--- src/design/scf_defs.svh ---
/*
 Offsets, field positions, reset values and masks of the
 processor flags block. Assumes APB with 32-bit data.
*/
`ifndef SCF_DEFS_SVH
`define SCF_DEFS_SVH
`define SCF_FLAGS_OFS   8'h00
`define SCF_SET_OFS     8'h04
`define SCF_CLR_OFS     8'h08
`define SCF_ISTAT_OFS   8'h0C
`define SCF_IMASK_OFS   8'h10
`define SCF_LVD_BIT     7
`define SCF_SPARE_BIT   6
`define SCF_BANK_BIT    5
`define SCF_WDT_BIT     4
`define SCF_PD_BIT      3
`define SCF_ZERO_BIT    2
`define SCF_NIB_BIT     1
`define SCF_MSB_BIT     0
`define SCF_FLAGS_RST   8'h00
`define SCF_SW_MASK     8'h67
`define SCF_EV_WDT      0
`define SCF_EV_SLEEP    1
`define SCF_EV_LVD      2
`define SCF_EV_RST      3'h0
`endif

--- src/design/scf_pkg.sv ---
/*
 Types of the processor flags block.
 Assumes scf_defs.svh for numbers.
*/
package scf_pkg;
	// ALU flag result, one per flag-affecting op
	typedef struct packed {
		logic upd;
		logic zero;
		logic nib_carry;
		logic msb_carry;
	} scf_alu_s;
	typedef logic [2:0] scf_idx_t;
endpackage

--- src/design/scf_status_flags.sv ---
/*
 Processor flags register with APB access, bit set and
 clear windows, and a small event interrupt. Assumes the
 core drives its event strobes on core_clk; the supply
 detector output is asynchronous.
*/
// Decided for this implementation: the register offsets and the APB register port.
`timescale 1ns/1ps
`include "scf_defs.svh"
module scf_status_flags (
	// Clock and reset
	input  wire logic             core_clk,
	input  wire logic             reset,
	// APB slave
	input  wire logic             psel,
	input  wire logic             penable,
	input  wire logic             pwrite,
	input  wire logic [7:0]       paddr,
	input  wire logic [31:0]      pwdata,
	output logic      [31:0]      prdata,
	output logic                  pready,
	output logic                  pslverr,
	// Core events
	input  wire scf_pkg::scf_alu_s alu_result,
	input  wire logic             sleep_exec,
	input  wire logic             watchdog_kick_instruction,
	input  wire logic             watchdog_timeout,
	input  wire logic             low_voltage_reset,
	// Supply detector
	input  wire logic             supply_below_pin,
	input  wire logic             low_voltage_reset_enable,
	input  wire logic             supply_filter_select,
	// Outputs to core
	output logic      [7:0]       processor_flags,
	output logic                  memory_bank_select,
	output logic                  irq
);
	import scf_pkg::*;

	////////////////////////////////////////////////////////
	// Address decode
	function automatic scf_idx_t reg_index(
		input logic [7:0] a);
		scf_idx_t r;
		r = 3'h7;
		case (a)
			`SCF_FLAGS_OFS: r = 3'h0;
			`SCF_SET_OFS:   r = 3'h1;
			`SCF_CLR_OFS:   r = 3'h2;
			`SCF_ISTAT_OFS: r = 3'h3;
			`SCF_IMASK_OFS: r = 3'h4;
			default:        r = 3'h7;
		endcase
		return r;
	endfunction

	logic       setup_ph;
	logic       wr_fire;
	scf_idx_t   wr_idx;
	scf_idx_t   rd_idx;
	logic [7:0] sw_data;
	logic [2:0] ist;
	logic [2:0] imask;
	logic [2:0] next_ist;
	logic [2:0] events;
	logic [7:0] next_flags;
	logic       lvd_s1;
	logic       lvd_s2;
	logic       next_lvd;

	assign setup_ph = psel & ~penable;
	assign wr_fire  = psel & penable & pready & pwrite;
	assign wr_idx   = reg_index(paddr);
	assign rd_idx   = reg_index(paddr);
	assign sw_data  = pwdata[7:0] & `SCF_SW_MASK;

	////////////////////////////////////////////////////////
	// APB answer, one cycle after setup
	always_ff @(posedge core_clk or posedge reset) begin
		if (reset) begin
			pready  <= 1'b0;
			pslverr <= 1'b0;
		end else begin
			pready  <= setup_ph;
			pslverr <= setup_ph & (rd_idx == 3'h7);
		end
	end

	// Read data captured in setup phase
	always_ff @(posedge core_clk or posedge reset) begin
		if (reset) begin
			prdata <= 32'h0000_0000;
		end else if (setup_ph & ~pwrite) begin
			case (rd_idx)
				3'h0:    prdata <= {24'h00_0000, processor_flags};
				3'h3:    prdata <= {29'h0, ist};
				3'h4:    prdata <= {29'h0, imask};
				default: prdata <= 32'h0000_0000;
			endcase
		end
	end

	////////////////////////////////////////////////////////
	// Supply detector synchroniser
	always_ff @(posedge core_clk or posedge reset) begin
		if (reset) begin
			lvd_s1 <= 1'b0;
			lvd_s2 <= 1'b0;
		end else begin
			lvd_s1 <= supply_below_pin;
			lvd_s2 <= lvd_s1;
		end
	end

	// Low-voltage flag gating
	assign next_lvd = lvd_s2 & low_voltage_reset_enable
		& ~supply_filter_select;

	////////////////////////////////////////////////////////
	// Next flag value
	always_comb begin
		next_flags = processor_flags;
		// Whole write keeps hardware-only bits
		if (wr_fire && wr_idx == 3'h0) begin
			next_flags = (processor_flags & ~`SCF_SW_MASK)
				| sw_data;
		end
		// Bit set window
		if (wr_fire && wr_idx == 3'h1) begin
			next_flags = next_flags | sw_data;
		end
		// Bit clear window
		if (wr_fire && wr_idx == 3'h2) begin
			next_flags = next_flags & ~sw_data;
		end
		// ALU result overrides software
		if (alu_result.upd) begin
			next_flags[`SCF_ZERO_BIT] = alu_result.zero;
			next_flags[`SCF_NIB_BIT]  = alu_result.nib_carry;
			next_flags[`SCF_MSB_BIT]  = alu_result.msb_carry;
		end
		// Watchdog expired, set wins
		if (watchdog_kick_instruction | sleep_exec
			| low_voltage_reset) begin
			next_flags[`SCF_WDT_BIT] = 1'b0;
		end
		if (watchdog_timeout) begin
			next_flags[`SCF_WDT_BIT] = 1'b1;
		end
		// Power down, set wins
		if (watchdog_kick_instruction | low_voltage_reset) begin
			next_flags[`SCF_PD_BIT] = 1'b0;
		end
		if (sleep_exec) begin
			next_flags[`SCF_PD_BIT] = 1'b1;
		end
		next_flags[`SCF_LVD_BIT] = next_lvd;
	end

	// Flags register
	always_ff @(posedge core_clk or posedge reset) begin
		if (reset) begin
			processor_flags <= `SCF_FLAGS_RST;
		end else begin
			processor_flags <= next_flags;
		end
	end

	// Bank select to memory decode
	assign memory_bank_select = processor_flags[`SCF_BANK_BIT];

	////////////////////////////////////////////////////////
	// Interrupt events
	always_comb begin
		events = 3'h0;
		events[`SCF_EV_WDT]   = watchdog_timeout;
		events[`SCF_EV_SLEEP] = sleep_exec;
		events[`SCF_EV_LVD]   = next_lvd
			& ~processor_flags[`SCF_LVD_BIT];
	end

	// Sticky status, write one clears, set wins
	always_comb begin
		next_ist = ist;
		if (wr_fire && wr_idx == 3'h3) begin
			next_ist = ist & ~pwdata[2:0];
		end
		next_ist = next_ist | events;
	end

	always_ff @(posedge core_clk or posedge reset) begin
		if (reset) begin
			ist <= `SCF_EV_RST;
		end else begin
			ist <= next_ist;
		end
	end

	// Interrupt mask
	always_ff @(posedge core_clk or posedge reset) begin
		if (reset) begin
			imask <= `SCF_EV_RST;
		end else if (wr_fire && wr_idx == 3'h4) begin
			imask <= pwdata[2:0];
		end
	end

	// Level interrupt output
	always_ff @(posedge core_clk or posedge reset) begin
		if (reset) begin
			irq <= 1'b0;
		end else begin
			irq <= |(ist & imask);
		end
	end
endmodule

--- config.mk ---
export PLATFORM = sky130hd
export DESIGN_NAME = scf_status_flags
export DESIGN_NICKNAME = d
export VERILOG_FILES = /design/src/design/scf_pkg.sv /design/src/design/scf_status_flags.sv
export VERILOG_INCLUDE_DIRS = /design/src /design/src/design
export SDC_FILE = /design/constraint.sdc
export NUM_CORES = 1
export LEC_CHECK = 0
export BUFFER_PORTS_ARGS = -buffer_cell sky130_fd_sc_hd__clkbuf_2
export CORE_MARGIN = 2
export CORE_UTILIZATION = 41
export CTS_CLUSTER_SIZE = 25
export DETAILED_ROUTE_END_ITERATION = 10
export PLACE_DENSITY_LB_ADDON = 0.08
export SYNTH_ARGS = -nofsm -noshare
export SYNTH_HDL_FRONTEND = slang
export SYNTH_SLANG_ARGS = --single-unit
export TNS_END_PERCENT = 10
--- constraint.sdc ---
create_clock -name core_clk -period 2 [get_ports core_clk]
set_clock_uncertainty 0.2 [all_clocks]
set_input_delay 0.2 -clock core_clk [delete_from_list [all_inputs] [get_ports core_clk]]
set_output_delay 0.2 -clock core_clk [all_outputs]
set_load 0.05 [all_outputs]
Word level (Yosys, flattened, before mapping)
Cells that the tools add are included.
Storage, ports and cells
  register bits after elaboration: 51
  bits of input ports: 56
  output and inout bits: 44
  word-level logic and storage cells: 61
Cells by class
  eq/ne operators: 9
  multiplexer cells: 11
  bitwise operators: 24
  reductions and logical operators: 8
Operators with widths (number)
  $pmux 8 s3: 1
  $mux 7: 3
  $eq 8x4->1 const B: 2
  $pmux 3 s5: 1
  $and 1x1->1: 9
  $eq 8x3->1 const B: 1
  $eq 8x5->1 const B: 1
  $logic_not 8->1: 1
  $and 7x7->7: 1
  $not 7->7: 1
  $or 5x7->7: 1
  $or 7x7->7: 1
  $and 3x3->3: 2
  $eq 3x2->1 const B: 2
  $eq 3x3->1 const B: 2
  $mux 3: 2
  $logic_and 1x1->1: 5
  $mux 1: 4
  $not 1->1: 4
  $eq 3x1->1 const B: 1
  $logic_not 3->1: 1
  $not 3->3: 1
  $or 1x1->1: 3
  $or 3x3->3: 1
  $reduce_or 3->1: 1

Longest topological paths before layout
  word-level depth: 11
  gate-level depth with buffers: 5
  gate-level depth less buffers: 4

Least setup slack after synthesis
Ideal clock, no wire load.
  path type: reg2reg
  from: register pready
  to: register processor_flags[0]
  setup time: 0.119 ns
  data arrival time: 1.705 ns
  required time: 1.681 ns
  slack: -0.024 ns
  cell stages (with the launch flop): 5
  buffers on the path: 0
  clock period less this slack: 2.024 ns
  path through: dfrtp_1 > nand4_1 > or4_4 > a21o_1 > o21a_1
On the way
  longest elaborated chain between the ends: 9
  elaborated cells between the ends (all ways): 11
  classes of those cells: 4 x mux; 4 x bitwise; 3 x reduce/logical
Ends and longest elaborated chain
  from (decl): RTL line scf_status_flags.sv:21  | output logic pready,
  from (signal assigned): RTL line scf_status_flags.sv:84  | pready <= setup_ph;
  $and 1x1->1 * (2 in series): RTL line scf_status_flags.sv:72  | assign wr_fire = psel & penable & pready & pwrite;
  $logic_and 1x1->1: RTL line scf_status_flags.sv:124  | if (wr_fire && wr_idx == 3'h0) begin
  $mux 7: RTL line scf_status_flags.sv:124
  $or 7x7->7: RTL line scf_status_flags.sv:130  | next_flags = next_flags | sw_data;
  $mux 7: RTL line scf_status_flags.sv:129  | if (wr_fire && wr_idx == 3'h1) begin
  $and 7x7->7: RTL line scf_status_flags.sv:134  | next_flags = next_flags & ~sw_data;
  $mux 7 *: RTL line scf_status_flags.sv:133  | if (wr_fire && wr_idx == 3'h2) begin
  $mux 3 *: RTL line scf_status_flags.sv:137  | if (alu_result.upd) begin
  named net next_flags[0]: RTL line scf_status_flags.sv:66  | logic [7:0] next_flags;
  to (signal assigned): RTL line scf_status_flags.sv:163  | processor_flags <= `SCF_FLAGS_RST;
  to (signal assigned): RTL line scf_status_flags.sv:165  | processor_flags <= next_flags;
  to (decl): RTL line scf_status_flags.sv:34  | output logic [7:0] processor_flags,
Mark *: on every way through the listed nets, which the timed path passes. The rest lies on a longest branch.
A chain may end at the register's enable or synchronous reset.

Worst setup path after layout
  from: input port penable
  to: register processor_flags[1]
On the way
  longest elaborated chain between the ends: 10
  elaborated cells between the ends (all ways): 12
  classes of those cells: 4 x mux; 5 x bitwise; 3 x reduce/logical
Ends and longest elaborated chain
  from (decl): RTL line scf_status_flags.sv:16  | input wire logic penable,
  $and 1x1->1 * (3 in series): RTL line scf_status_flags.sv:72
  $logic_and 1x1->1: RTL line scf_status_flags.sv:124
  $mux 7: RTL line scf_status_flags.sv:124
  $or 7x7->7: RTL line scf_status_flags.sv:130
  $mux 7: RTL line scf_status_flags.sv:129
  $and 7x7->7: RTL line scf_status_flags.sv:134
  $mux 7 *: RTL line scf_status_flags.sv:133
  $mux 3 *: RTL line scf_status_flags.sv:137
  named net next_flags[1]: RTL line scf_status_flags.sv:66
Marks and branches as above.

==> out/metrics.cfg <==
[run_status]
status = completed

[grt]
track_usage_pct = 17.2
antenna_found_initial = 0
grt_pass1_vias = 1191
grt_pass1_wl_mm = 5.50
grt-ovfl-total = 0
grt_max_degree = 28

[die]
core_area_um2 = 3360
placementRows = 21
io_pins = 100
die_height_um = 63.3
start_util_pct = 42.9
die_area_um2 = 4010
die_w_um = 63.3

[yosys]
ys_types = 38
yosysTopAreaCellShare_pct = 46.8
seq_area_frac_synth_pct = 46.8
synth_flop_cell = dfrtp_1
synth_area_leaders = dfrtp_1 47%, buf_4 14%, nor2b_1 3.5%
yosys.area.top_type = dfrtp_1
synthCells = 141
synth_seq_cells = 27
async_flop_share_pct = 100
synth_area_per_cell_um2 = 10.2
yosysWarnings = 0
synth_area_um2 = 1440
synth_edf_count = 0

[clock_tree]
cts_inserted_buffers = 3
cts_root_buffer = clkbuf_4
cts.sinks = 27
htree_levels = 1
clk_pin_slew_worst_paths_ns = 0.15
worstSkewPairLatency_ns = 0.32
clockBufferDepth = 2
postCtsSetupBuffers = 0
cts_tree = yes

[layout]
final_cell_mix = 48 x clkbuf_2, 26 x dfrtp_1, 24 x conb_1
area_growth_pct = 31.5
drive_gt1_share_pct = 34.4
layout_commonest_cell = clkbuf_2
nets = 272
diodes = 0

[timing]
final-setup-viol-count = 0
fmax_mhz = 516
finalCritPeriodShare_pct = 96.8
period_needed_ns = 1.94
hold_violations = 0
setup_tns_ns = 0
final_max_slew_viol_count = 0
grt_setup_unrepaired = false

[routing]
avgViaCountPerCell = 4.77
wl_per_cell_um = 12.9
drt_pass1_iterations = 5
vias = 1245
drt_iter0_markers = 61
ant_nets = 0
wl_mm = 3.36
post-route-drc-count = 0

[place]
hpwl_mm = 2.52
io_buffers = 48
gp_congestion = 0.768

[setup_path]
crit_fanout = 5
end_kind = flip-flop
cp.arrival_ns = 1.97
worstPathRequired_ns = 2.03
worstSetupPathType = in -> reg
critPathLaunchType = primary input
r2r_cells = 4

[hold_path]
min_path_cells = 4
hold_class = in -> reg

[power]
irDropWorstVdd_v = 0.000270
p_total_mw = 1.10
powerDensity_nw_per_um2 = 581
p_leak_nw = 0.965

[job]
cap_violations = 0

[worst max-delay path, cell delays in order]
cell,delay (ns)
dlygate4sd3_1,0.54
clkbuf_2,0.12
nand4_1,0.20
or4_4,0.55
a21o_1,0.19
o21a_1,0.17
[logic make-up after synthesis]
family          after synthesis  share of synthesized area [%]
compound gates               34                           17.4
buf+inv                      34                           15.7
flops                        27                           46.8
mux                           3                           2.34
other cells                   1                          0.260
simple gates                 42                           17.5
[cells in the mapped netlist (2+ instances only)]
| library cell | count |
|---|---|
| a21o_1 | 5 |
| a21oi_1 | 3 |
| a22o_1 | 5 |
| a22oi_1 | 3 |
| a2bb2oi_1 | 3 |
| buf_4 | 26 |
| clkbuf_1 | 2 |
| dfrtp_1 | 27 |
| inv_1 | 5 |
| mux2_2 | 3 |
| nand2_1 | 7 |
| nand3_1 | 2 |
| nor2_1 | 5 |
| nor2b_1 | 8 |
| nor3_1 | 2 |
| nor3b_1 | 2 |
| nor4_1 | 2 |
| o21a_1 | 3 |
| o21ai_0 | 4 |
| o31ai_1 | 2 |
| or3_1 | 4 |
| or4_4 | 2 |
[path summary, 6_finish.rpt]
kind | startpoint | endpoint | slack (ns)
hold / removal | alu_result[2] | processor_flags[2] | 0.02
max in group asynchronous | reset | pready | 1.07
setup reg to reg | pready | processor_flags[1] | 0.22
min in group asynchronous | reset | lvd_s1 | 0.25
setup / recovery | penable | processor_flags[1] | 0.06
hold reg to reg | lvd_s1 | lvd_s2 | 0.17
[routing by layer]
layer  share of wire (%)  wire length, µm  global-route usage [%]  vias up
met5                   0                0                       0        -
met4                0.48               16                    4.08        0
met3                 5.7              192                    2.14        2
met2                  51             1700                    30.4       55
met1                  43             1450                    22.3      592
li1                    -                -                       -      596
[power breakdown]
part / leakage [nW] / internal [mW] / total [mW] / switching [mW]
logic: 0.609 / 0.0850 / 0.293 / 0.208
clock network: 0.0177 / 0.0749 / 0.238 / 0.163
registers: 0.339 / 0.560 / 0.572 / 0.0113
total: 0.965 / 0.720 / 1.10 / 0.383
[flip-flops by register name, summed over array words and instances, names as in the netlist]
register,count
prdata,8
pready,1
irq,1
processor_flags,8
imask,3
pslverr,1
ist,3
lvd_s2,1
lvd_s1,1
[cell type report]
cell class                 count  area (µm²)
timing repair buffer          76         490
clock buffer                   3        22.5
tap                           46        57.6
fill                         307        1460
multi-input combinational    103         628
sequential                    27         677
clock inverter                 1        5.00
inverter                       5        18.8
[stage by stage]
stage / instances / hold WS, ns / setup WS, ns / cell area (µm²) / util [%]
after floorplan: 164 / 0.0314 / 0.125 / 1530 / -
after global placement: 241 / 0.0539 / 0.0556 / 1710 / 50.9
after detailed placement: 241 / 0.0670 / 0.0567 / 1710 / 50.9
after CTS: 261 / 0.0115 / 0.0917 / 1900 / 56.5
after global routing: 261 / 0.0172 / 0.0203 / 1900 / 56.5
final: 261 / 0.0196 / 0.0630 / 1900 / 56.5
[timing repair]
item                                    CTS  global route
hold buffers                             16             0
endpoints found under the setup margin    0             1
hold endpoints to repair                 43             0
gates resized for setup                   0             1
Power figures use the tool's default switching activity.
